[src/ssr_pkg.sv]
package ssr_pkg;

  localparam int ADDR_W = 15;
  localparam int DATA_W = 8;
  localparam int INSTR_W = 16;
  localparam int CNT_W = 4;

  // instruction word: read flag on top, then the register address
  localparam int RW_BIT = 15;
  localparam logic [CNT_W-1:0] INSTR_LAST = 4'hf;
  localparam logic [CNT_W-1:0] DATA_LAST = 4'h7;
  localparam logic [CNT_W-1:0] CNT_ZERO = 4'h0;
  localparam logic [CNT_W-1:0] CNT_STEP = 4'h1;
  localparam logic [ADDR_W-1:0] ADDR_STEP = 15'h0001;

  localparam logic [ADDR_W-1:0] OFF_STATUS = 15'h0049;
  localparam logic [ADDR_W-1:0] OFF_RSVD_A = 15'h004a;
  localparam logic [ADDR_W-1:0] OFF_CORE = 15'h004b;
  localparam logic [ADDR_W-1:0] OFF_TEMP_MAG = 15'h004c;
  localparam logic [ADDR_W-1:0] OFF_TEMP_SIGN = 15'h004d;
  localparam logic [ADDR_W-1:0] OFF_RSVD_B = 15'h004e;
  localparam logic [ADDR_W-1:0] OFF_BAND = 15'h004f;
  localparam logic [ADDR_W-1:0] OFF_RSVD_C = 15'h0050;
  localparam logic [ADDR_W-1:0] OFF_BIAS = 15'h0051;
  localparam logic [ADDR_W-1:0] OFF_RSVD_D = 15'h0052;
  localparam logic [ADDR_W-1:0] OFF_RSVD_E = 15'h0053;
  localparam logic [ADDR_W-1:0] OFF_REVISION = 15'h0054;

  localparam int BIT_PULSE_PIN = 7;
  localparam int BIT_CLK_PIN = 6;
  localparam int BIT_WINDOW = 5;
  localparam int BIT_REF_AMP = 3;
  localparam int BIT_CONV_BUSY = 2;
  localparam int BIT_CAL_BUSY = 1;
  localparam int BIT_LOCK = 0;

  localparam int CORE_W = 2;
  localparam int BAND_W = 8;
  localparam int BIAS_W = 4;
  localparam int TEMP_W = 8;

  localparam logic [DATA_W-1:0] REG_RST = 8'h00;
  localparam logic [DATA_W-1:0] READ_ZERO = 8'h00;

  typedef enum logic [1:0] {
    ST_IDLE = 2'b00,
    ST_INSTR = 2'b01,
    ST_DATA = 2'b10
  } ssr_state_type;

endpackage : ssr_pkg

[src/ssr_reg_if.sv]
`timescale 1ns/1ps
interface ssr_reg_if;
  logic [ssr_pkg::ADDR_W-1:0] addr;
  logic [ssr_pkg::DATA_W-1:0] status;
  logic [ssr_pkg::CORE_W-1:0] core_code;
  logic [ssr_pkg::TEMP_W-1:0] temp_mag;
  logic temp_neg;
  logic [ssr_pkg::BAND_W-1:0] band_code;
  logic [ssr_pkg::BIAS_W-1:0] bias_code;
  logic [ssr_pkg::DATA_W-1:0] revision;
  logic [ssr_pkg::DATA_W-1:0] rd_data;

  modport engine (
    output addr,
    output status,
    output core_code,
    output temp_mag,
    output temp_neg,
    output band_code,
    output bias_code,
    output revision,
    input rd_data
  );

  modport decode (
    input addr,
    input status,
    input core_code,
    input temp_mag,
    input temp_neg,
    input band_code,
    input bias_code,
    input revision,
    output rd_data
  );
endinterface : ssr_reg_if

[src/ssr_regmux.sv]
`timescale 1ns/1ps
module ssr_regmux (
  ssr_reg_if.decode regs
);

  // reserved and unmapped offsets read as zero
  always_comb begin
    regs.rd_data = ssr_pkg::READ_ZERO;
    case (regs.addr)
      ssr_pkg::OFF_STATUS: begin
        regs.rd_data = regs.status;
      end
      ssr_pkg::OFF_CORE: begin
        regs.rd_data[ssr_pkg::CORE_W-1:0] = regs.core_code;
      end
      ssr_pkg::OFF_TEMP_MAG: begin
        regs.rd_data = regs.temp_mag;
      end
      ssr_pkg::OFF_TEMP_SIGN: begin
        regs.rd_data[0] = regs.temp_neg;
      end
      ssr_pkg::OFF_BAND: begin
        regs.rd_data = regs.band_code;
      end
      ssr_pkg::OFF_BIAS: begin
        regs.rd_data[ssr_pkg::BIAS_W-1:0] = regs.bias_code;
      end
      ssr_pkg::OFF_REVISION: begin
        regs.rd_data = regs.revision;
      end
      default: begin
        regs.rd_data = ssr_pkg::READ_ZERO;
      end
    endcase
  end

endmodule : ssr_regmux

[src/ssr_status_readback.sv]
// Operation
// - status bit 7 shows the synchronised pulse-path enable pin level, resets zero
// - status bit 6 shows the synchronised clock-output enable pin level
// - status bit 5 is one while the pulse input meets its timing window
// - status bit 3 is one while reference amplitude exceeds threshold
// - status bit 2 is one throughout a converter conversion
// - status bit 1 is one while calibration runs, zero when idle
// - core readback holds the two-bit core code, upper bits zero
// - temperature: magnitude in one register, sign bit 0 of the next
// - band readback returns the full eight-bit band code in use
// - bias readback holds the four-bit bias code, upper nibble zero
`timescale 1ns/1ps
module ssr_status_readback #(
  // arbitrary value, not a real die code
  parameter logic [7:0] DIE_REVISION = 8'h5a
) (
  input wire logic MCLK,
  input wire logic RST_N,
  input wire logic SPI_CS_N,
  input wire logic SPI_SCLK,
  input wire logic SPI_SDI,
  output logic SPI_SDO,
  output logic SPI_SDO_OE,
  input wire logic PULSE_PATH_ENABLE_PIN,
  input wire logic CLOCK_OUTPUT_ENABLE_PIN,
  input wire logic PULSE_WINDOW_GOOD,
  input wire logic REF_AMPLITUDE_OK,
  input wire logic CONV_BUSY,
  input wire logic CALIBRATION_BUSY,
  input wire logic LOCK_DETECT,
  input wire logic [1:0] OSC_CORE_CODE,
  input wire logic [7:0] OSC_BAND_CODE,
  input wire logic [3:0] OSC_BIAS_CODE,
  input wire logic [7:0] TEMP_MAGNITUDE,
  input wire logic TEMP_NEGATIVE
);

  localparam int AW = ssr_pkg::ADDR_W;
  localparam int DW = ssr_pkg::DATA_W;

  ssr_reg_if reg_if ();

  // ---------------- status levels ----------------
  // analog monitors are not on this clock, so every level is synchronised
  logic [DW-1:0] stat_raw;
  logic [DW-1:0] stat_sync;

  always_comb begin
    stat_raw = ssr_pkg::REG_RST;
    stat_raw[ssr_pkg::BIT_PULSE_PIN] = PULSE_PATH_ENABLE_PIN;
    stat_raw[ssr_pkg::BIT_CLK_PIN] = CLOCK_OUTPUT_ENABLE_PIN;
    stat_raw[ssr_pkg::BIT_WINDOW] = PULSE_WINDOW_GOOD;
    stat_raw[ssr_pkg::BIT_REF_AMP] = REF_AMPLITUDE_OK;
    stat_raw[ssr_pkg::BIT_CONV_BUSY] = CONV_BUSY;
    stat_raw[ssr_pkg::BIT_CAL_BUSY] = CALIBRATION_BUSY;
    stat_raw[ssr_pkg::BIT_LOCK] = LOCK_DETECT;
  end

  ssr_sync #(
    .WIDTH(DW)
  ) u_stat_sync (
    .clk(MCLK),
    .rst_n(RST_N),
    .d(stat_raw),
    .q(stat_sync)
  );

  // ---------------- serial pins ----------------
  // chip select is inverted so that the reset value means deselected
  logic [2:0] spi_sync;
  logic cs_s;
  logic sclk_s;
  logic sdi_s;

  ssr_sync #(
    .WIDTH(3)
  ) u_spi_sync (
    .clk(MCLK),
    .rst_n(RST_N),
    .d({~SPI_CS_N, SPI_SCLK, SPI_SDI}),
    .q(spi_sync)
  );

  assign cs_s = spi_sync[2];
  assign sclk_s = spi_sync[1];
  assign sdi_s = spi_sync[0];

  // ---------------- readback registers ----------------
  logic [DW-1:0] status_r;
  logic [DW-1:0] status_nxt;
  logic [1:0] core_r;
  logic [1:0] core_nxt;
  logic [7:0] band_r;
  logic [7:0] band_nxt;
  logic [3:0] bias_r;
  logic [3:0] bias_nxt;
  logic [7:0] tmag_r;
  logic [7:0] tmag_nxt;
  logic tneg_r;
  logic tneg_nxt;

  // values follow their sources every cycle; nothing on the port stores
  always_comb begin
    if (!RST_N) begin
      status_nxt = ssr_pkg::REG_RST;
      core_nxt = '0;
      band_nxt = '0;
      bias_nxt = '0;
      tmag_nxt = '0;
      tneg_nxt = 1'b0;
    end else begin
      status_nxt = stat_sync;
      core_nxt = OSC_CORE_CODE;
      band_nxt = OSC_BAND_CODE;
      bias_nxt = OSC_BIAS_CODE;
      tmag_nxt = TEMP_MAGNITUDE;
      tneg_nxt = TEMP_NEGATIVE;
    end
  end

  always_ff @(posedge MCLK) begin
    status_r <= status_nxt;
    core_r <= core_nxt;
    band_r <= band_nxt;
    bias_r <= bias_nxt;
    tmag_r <= tmag_nxt;
    tneg_r <= tneg_nxt;
  end

  // ---------------- serial engine ----------------
  ssr_pkg::ssr_state_type state_r;
  ssr_pkg::ssr_state_type state_nxt;
  logic [ssr_pkg::CNT_W-1:0] cnt_r;
  logic [ssr_pkg::CNT_W-1:0] cnt_nxt;
  logic [ssr_pkg::INSTR_W-1:0] instr_r;
  logic [ssr_pkg::INSTR_W-1:0] instr_nxt;
  logic [AW-1:0] addr_r;
  logic [AW-1:0] addr_nxt;
  logic read_r;
  logic read_nxt;
  logic [DW-1:0] tx_r;
  logic [DW-1:0] tx_nxt;
  logic sclk_d_r;
  logic sclk_d_nxt;
  logic oe_r;
  logic oe_nxt;
  logic sclk_rise;
  logic sclk_fall;

  // edges taken from the second synchroniser stage; the host must hold
  // each clock phase for at least three system clocks
  assign sclk_rise = sclk_s & ~sclk_d_r;
  assign sclk_fall = ~sclk_s & sclk_d_r;

  always_comb begin
    state_nxt = state_r;
    cnt_nxt = cnt_r;
    instr_nxt = instr_r;
    addr_nxt = addr_r;
    read_nxt = read_r;
    tx_nxt = tx_r;
    sclk_d_nxt = sclk_s;
    oe_nxt = oe_r;
    if (!RST_N) begin
      state_nxt = ssr_pkg::ST_IDLE;
      cnt_nxt = ssr_pkg::CNT_ZERO;
      instr_nxt = '0;
      addr_nxt = '0;
      read_nxt = 1'b0;
      tx_nxt = ssr_pkg::REG_RST;
      sclk_d_nxt = 1'b0;
      oe_nxt = 1'b0;
    end else if (!cs_s) begin
      state_nxt = ssr_pkg::ST_IDLE;
      cnt_nxt = ssr_pkg::CNT_ZERO;
      oe_nxt = 1'b0;
    end else begin
      unique case (state_r)
        ssr_pkg::ST_IDLE: begin
          state_nxt = ssr_pkg::ST_INSTR;
          cnt_nxt = ssr_pkg::CNT_ZERO;
        end
        ssr_pkg::ST_INSTR: begin
          if (sclk_rise) begin
            instr_nxt = {instr_r[ssr_pkg::INSTR_W-2:0], sdi_s};
            cnt_nxt = cnt_r + ssr_pkg::CNT_STEP;
            if (cnt_r == ssr_pkg::INSTR_LAST) begin
              state_nxt = ssr_pkg::ST_DATA;
              cnt_nxt = ssr_pkg::CNT_ZERO;
              read_nxt = instr_r[ssr_pkg::RW_BIT-1];
              addr_nxt = {instr_r[AW-2:0], sdi_s};
            end
          end
        end
        ssr_pkg::ST_DATA: begin
          if (sclk_fall && read_r) begin
            oe_nxt = 1'b1;
            if (cnt_r == ssr_pkg::CNT_ZERO) begin
              tx_nxt = reg_if.rd_data;
            end else begin
              tx_nxt = {tx_r[DW-2:0], 1'b0};
            end
          end
          // write bits are counted for streaming but never stored
          if (sclk_rise) begin
            cnt_nxt = cnt_r + ssr_pkg::CNT_STEP;
            if (cnt_r == ssr_pkg::DATA_LAST) begin
              cnt_nxt = ssr_pkg::CNT_ZERO;
              addr_nxt = addr_r + ssr_pkg::ADDR_STEP;
            end
          end
        end
        default: begin
          state_nxt = ssr_pkg::ST_IDLE;
        end
      endcase
    end
  end

  always_ff @(posedge MCLK) begin
    state_r <= state_nxt;
    cnt_r <= cnt_nxt;
    instr_r <= instr_nxt;
    addr_r <= addr_nxt;
    read_r <= read_nxt;
    tx_r <= tx_nxt;
    sclk_d_r <= sclk_d_nxt;
    oe_r <= oe_nxt;
  end

  assign SPI_SDO = tx_r[DW-1];
  assign SPI_SDO_OE = oe_r;

  // ---------------- register decode ----------------
  assign reg_if.addr = addr_r;
  assign reg_if.status = status_r;
  assign reg_if.core_code = core_r;
  assign reg_if.temp_mag = tmag_r;
  assign reg_if.temp_neg = tneg_r;
  assign reg_if.band_code = band_r;
  assign reg_if.bias_code = bias_r;
  assign reg_if.revision = DIE_REVISION;

  ssr_regmux u_regmux (
    .regs(reg_if.decode)
  );
endmodule : ssr_status_readback

[src/ssr_sync.sv]
`timescale 1ns/1ps
module ssr_sync #(
  parameter int WIDTH = 1
) (
  input wire logic clk,
  input wire logic rst_n,
  input wire logic [WIDTH-1:0] d,
  output logic [WIDTH-1:0] q
);

  if (WIDTH < 1) begin : g_bad_width
    $error("ssr_sync needs a width of at least one");
  end

  logic [WIDTH-1:0] meta_r;
  logic [WIDTH-1:0] meta_nxt;
  logic [WIDTH-1:0] q_r;
  logic [WIDTH-1:0] q_nxt;

  // first stage feeds only the second stage
  always_comb begin
    meta_nxt = rst_n ? d : '0;
    q_nxt = rst_n ? meta_r : '0;
  end

  always_ff @(posedge clk) begin
    meta_r <= meta_nxt;
    q_r <= q_nxt;
  end

  assign q = q_r;

endmodule : ssr_sync
[config.mk]
export PLATFORM = sky130hd
export DESIGN_NAME = ssr_status_readback
export DESIGN_NICKNAME = d
export VERILOG_FILES = /design/src/ssr_pkg.sv /design/src/ssr_reg_if.sv /design/src/ssr_regmux.sv /design/src/ssr_status_readback.sv /design/src/ssr_sync.sv
export SDC_FILE = /design/constraint.sdc
export NUM_CORES = 1
export LEC_CHECK = 0
export BUFFER_PORTS_ARGS = -buffer_cell sky130_fd_sc_hd__buf_4
export CAP_MARGIN = 40
export CORE_ASPECT_RATIO = 1.25
export CORE_UTILIZATION = 50
export DETAILED_ROUTE_END_ITERATION = 10
export PLACE_DENSITY = 0.72
export SYNTH_ARGS = -nofsm -noshare
export SYNTH_HDL_FRONTEND = slang
export SYNTH_SLANG_ARGS = --single-unit
[constraint.sdc]
create_clock -name MCLK -period 1.92 [get_ports MCLK]
set_clock_uncertainty 0.2 [all_clocks]
set_input_delay 0.096 -clock MCLK [delete_from_list [all_inputs] [get_ports MCLK]]
set_output_delay 0.096 -clock MCLK [all_outputs]
set_load 0.01 [all_outputs]
# After elaboration in Yosys (flattened, before gate mapping)
# Index checks and enable logic that the tools add are counted.
[op_classes] n_addsub=2 multipliers=0 n_div=0 n_lt_le_gt_ge=0 n_eq_ne=15 shifts=0 mux=18 bitwise_logic=6 reduce_logical=13
[op_table] cell="== test 15 x 7 -> 1 bit, second input constant" count=7
[op_table] cell="two-way mux 15 bit" count=4
[op_table] cell="one-hot mux 15 bit (2 select lines)" count=1
[op_table] cell="two-way mux 4 bit" count=4
[op_table] cell="one-hot mux 4 bit (4 select lines)" count=1
[op_table] cell="adder 15 x 1 -> 15 bit, second input constant" count=1
[op_table] cell="one-hot mux 1 bit (6 select lines)" count=2
[op_table] cell="one-hot mux 4 bit (3 select lines)" count=1
[op_table] cell="AND reduction 3 bit" count=4
[op_table] cell="one-hot mux 2 bit (5 select lines)" count=1
[op_table] cell="two-way mux 8 bit" count=1
[op_table] cell="!= test 2 bit, second input constant" count=4
[op_table] cell="one-hot mux 2 bit (3 select lines)" count=1
[op_table] cell="AND reduction 6 bit" count=1
[op_table] cell="adder 4 x 1 -> 4 bit, second input constant" count=1
[op_table] cell="== test 4 x 3 -> 1 bit, second input constant" count=1
[op_table] cell="== test 4 bit, second input constant" count=1
[op_table] cell="logical NOT 4 bit" count=1
[op_table] cell="two-way mux 2 bit" count=2
[op_table] cell="inverter 1 bit" count=4
[op_table] cell="AND reduction 2 bit" count=2
[op_table] cell="AND reduction 4 bit" count=1
[op_table] cell="nonzero test 3 bit" count=1
[op_table] cell="AND 1 bit" count=2
[op_table] cell="other kinds (5)" count=5
[word_totals] reg_bits=100 latch_bits=0 ram_bits=0 rom_bits=0 input_bits=35 out_inout_bits=2 mem_count=0

# Depth between registers and ports, before layout
[logic_depth] word_depth=4 ltp_mapped=9 depth_no_buf=7

# Cells and area by module
# A second synthesis with hierarchy kept.
[unflattened] cells_unflattened=477 area_unflattened_um2=4349.2
[modules_own_cells] mod="ssr_status_readback" instances=1 cells_each=377 area_each_um2=3303.2 seq_area_each_um2=1561.5
[modules_own_cells] mod="ssr_sync at u_stat_sync" instances=1 cells_each=33 area_each_um2=446.7 seq_area_each_um2=320.3
[modules_own_cells] mod="ssr_regmux" instances=1 cells_each=55 area_each_um2=441.7 seq_area_each_um2=0.0
[modules_own_cells] mod="ssr_sync at u_spi_sync" instances=1 cells_each=12 area_each_um2=157.7 seq_area_each_um2=120.1

# Worst setup path before layout
# No wires, ideal clock.
[synth_timing] path_type="reg2reg" start="reg state_r[1]" end="reg addr_r[6]" arrival_time_ns=1.585 path_slack_ns=0.007 stages_incl_launch_ff=10 n_path_buf=2 synth_period_minus_slack_ns=1.913 cell_sequence="dfxtp_1 > inv_1 > ha_1 > and3b_1 > o211ai_1 > buf_2 > buf_4 > a21oi_1 > o22ai_1 > nor2_1"
[synth_via] elab_chain_len=3 word_cells_on_any_way=9 cone_classes="6 x eq/ne; 1 x mux; 2 x reduce/logical"
[synth_lines] item="start, declared" line_no="ssr_status_readback.sv:131" text="ssr_pkg::ssr_state_type state_r;"
[synth_lines] item="start signal, assigned" line_no="ssr_status_readback.sv:221" text="state_r <= state_nxt;"
[synth_lines] item="== test 2 bit or == test 2 x 1 -> 1 bit (tied branches)" line_no="ssr_status_readback.sv:178" text="unique case (state_r)"
[synth_lines] item="!= test 2 bit (no source line) or nonzero test 2 bit (tied branches)"
[synth_lines] item="AND reduction 6 bit (no source line)"
[synth_lines] item="end signal, assigned" line_no="ssr_status_readback.sv:224" text="addr_r <= addr_nxt;"
[synth_lines] item="end, declared" line_no="ssr_status_readback.sv:137" text="logic [AW-1:0] addr_r;"
# Parallel ways exist; a longest one is shown, timed or not.
# A chain may end at the register's enable or synchronous reset.

# Worst setup path after layout
[layout_timing] start="reg state_r[0]" end="reg addr_r[13]"
# Same word-level chain as after synthesis.

==> results.txt <==
input/output buffers: 36
Non-Filler Cell Area, Final: 5310 um2
worst flop-to-flop path endpoint: addr_r[13]
Cells after Synth: 462
ANT cells: 0
vias in the first global route: 3551
total number of vias: 3599
CTS tree: built
CP required: 1.96 ns
TritonCTS buffer count: 9
ys flop type: dfxtp_1
Min-Delay Path Class: reg2reg
Post-Syn Area: 4100 um2
Hold EP: u_stat_sync.q[1]
kind of critical path: reg2reg
most frequent cells in the layout: dfxtp_1, buf_4, and2_1, nand2_1, a21oi_1
HP Start: u_stat_sync.meta_r[1]
worst-path fanout max: 5
WL final: 9440 um
CP startpoint kind: register
Iter 0 DRT Violations: 149
# clock sinks: 97
critical path capture point type: register
layout cells sized above 1: 0.235
die height: 103 um
largest net degree at the start of global routing: 49
Worst Path Buf+Inv: 2
Worst Reg-to-Reg Cells: 8
failing checks: setup timing
Tightest Pin Transition: 0.419 ns
Pre-antenna DRT Iters: 7
Peak VDD IR: 0.566 mV
Yosys warning count: 0
synth-to-layout area growth: 29.7%
initial antenna violation count: 0
CTS HTree Levels: 3
Synth Register Bits: 97
WHS Path Cells: 1
area post-placement: 4640 um2
P_leak: 2.06 nW
status: complete, but fails checks
Clock transition at path regs: 0.09 ns
first-pass GRT wire length: 15900 um
# fillers: 602
grt total ovfl: 0
Crit path largest cell delay: 0.39 ns
final weighted congestion in routability-driven placement: 0.858
Starting Density: 0.520
commonest non-fill, non-tap cell in the layout: dfxtp_1
CTS root buf: clkbuf_8
final period utilization: 1.01
critical path cell sequence: inv_4 > ha_4 > and3b_2 > o211ai_1 > buf_4 > or3_1 > o311ai_1 > a311oi_1
core footprint: 7880 um2
ANT nets after route: 0
power density over the cells: 670 nW/um2
RSZ-0062 raised after global routing: true
syn_nets: 506
fraction of registers with async set/reset: 0
Slowest cell on crit path: dfxtp_4
Final Hold Viols: 0
IO Count: 37
Critical Path AT: 1.98 ns
row count: 36
min cycle time layout: 1.94 ns
Max Transition Viols Final: 0
register-to-register setup slack: -0.02 ns
Remaining DRCs: 0
final setup margin: -0.0187 ns
Yosys cell types: 60
max_cap viols: 0
Final Setup Violations: 2
syn avg cell area: 8.87 um2
worst slack, placed: -0.157 ns
setup tns final: -0.0205 ns
Max Freq: 0.516 GHz
HPWL Detailed: 6250 um
Post-layout nets: 600
full die area: 8560 um2
wire per inst: 14.4 um
vias per inst: 5.49
Worst Hold Slack: 0.229 ns
die width: 83.0 um
Worst R2R Start: state_r[0]
Top delay family on crit path: simple AND/OR/NAND/NOR gates
worst-case clock buffer depth: 2
Tot GR Track Use: 0.232
clock latency on the worst-skew pair: 0.36 ns
register area share after synthesis: 0.474
Slew Limit Headroom: 0.719
Post-synth EDFFs: 0
layer usage:
metal / global-route usage / vias up / wire length [um]
met5: 0 / - / 0
li1: - / 1803 / -
met1: 0.255 / 1693 / 3970
met4: 0.118 / 0 / 226
met2: 0.431 / 85 / 4920
met3: 0.0437 / 18 / 316
Yosys cell counts (2+ instances only):
| library cell | number | area, um2 |
|---|---|---|
| dfxtp_1 | 97 | 1940 |
| and2_1 | 55 | 344 |
| nand2_1 | 50 | 188 |
| a21oi_1 | 44 | 220 |
| nor2_1 | 31 | 116 |
| o21ai_0 | 19 | 95.1 |
| clkbuf_1 | 18 | 67.6 |
| nand3_1 | 14 | 70.1 |
| inv_1 | 12 | 45.0 |
| ha_1 | 9 | 113 |
| and3_1 | 8 | 50.1 |
| buf_2 | 7 | 35.0 |
| nand4_1 | 6 | 37.5 |
| a31oi_1 | 5 | 31.3 |
| nor4_1 | 5 | 31.3 |
| a221oi_1 | 4 | 35.0 |
| a32oi_1 | 4 | 35.0 |
| and4_1 | 4 | 35.0 |
| mux2i_1 | 4 | 40.0 |
| nor3_1 | 4 | 20.0 |
| o211ai_1 | 4 | 30.0 |
| or3_1 | 4 | 25.0 |
| a211oi_1 | 3 | 22.5 |
| buf_4 | 3 | 22.5 |
| nor2b_1 | 3 | 18.8 |
| a222oi_1 | 2 | 20.0 |
| a22oi_1 | 2 | 15.0 |
| a311oi_1 | 2 | 17.5 |
| and3_2 | 2 | 15.0 |
| and3b_1 | 2 | 17.5 |
| nand3b_1 | 2 | 15.0 |
| nor3b_1 | 2 | 15.0 |
| o21bai_1 | 2 | 15.0 |
| o221a_2 | 2 | 22.5 |
| o22ai_1 | 2 | 12.5 |
kinds of logic after synthesis:
logic type | synth area share
adder cells (fa/ha/maj) | 0.0275
flip-flops | 0.474
multiplexers | 0.0125
XOR/XNOR | 0.00214
buffers and inverters | 0.0443
AND/OR/NAND/NOR | 0.273
AO/OA/AOI/OAI | 0.166
report_power, final:
part           total (mW)  internal [mW]  switching [mW]
logic               0.189          0.122          0.0662
clock network        1.30          0.599           0.705
registers            2.07           2.05          0.0140
total                3.56           2.78           0.785
cell type report:
class / count / area [um2] / share of cell area
Clock buffer: 9 / 124 / 0.0233
Clock inverter: 7 / 71.3 / 0.0134
Inverter: 12 / 47.5 / 0.00895
Multi-Input combinational cell: 324 / 2060 / 0.389
Sequential cell: 97 / 1960 / 0.369
Tap cell: 95 / 119 / 0.0224
Timing Repair Buffer: 112 / 927 / 0.175
flip-flops by register name (all words and copies together), names as in the netlist:
signal / count
read_r: 1
instr_r: 15
u_stat_sync.q: 7
SPI_SDO_OE: 1
reg_if.temp_neg: 1
tx_r: 8
u_spi_sync.meta_r: 3
u_stat_sync.meta_r: 7
addr_r: 15
sclk_d_r: 1
reg_if.status: 7
reg_if.temp_mag: 8
band_r: 8
u_spi_sync.q: 3
bias_r: 4
state_r: 2
cnt_r: 4
core_r: 2
repair_timing:
action                     in CTS  in global routing
pin swaps                       4                  5
hold endpoints to repair       48                  0
setup endpoints to repair      24                 23
hold buffers                   34                  0
gates resized for setup        16                 28
buffers inserted                2                  0
gates cloned                    1                  0
worst max path at each step:
stage,start,endpoint,cells past startpoint
3_5_place_dp,state_r[0],addr_r[5],9
6_report,state_r[0],addr_r[13],8
3_3_place_gp,state_r[0],addr_r[2],9
4_1_cts,state_r[0],addr_r[13],8
2_1_floorplan,state_r[1],addr_r[6],9
5_1_grt,state_r[0],addr_r[13],8
per-stage QoR:
stage,power [mW],cells,utilization
after floorplan,2.18,462,-
after global placement,2.25,603,0.589
after detailed placement,2.25,603,0.589
after CTS,3.60,656,0.665
after global routing,3.70,656,0.674
final,3.56,656,0.674
(Power assumes the default switching activity.)
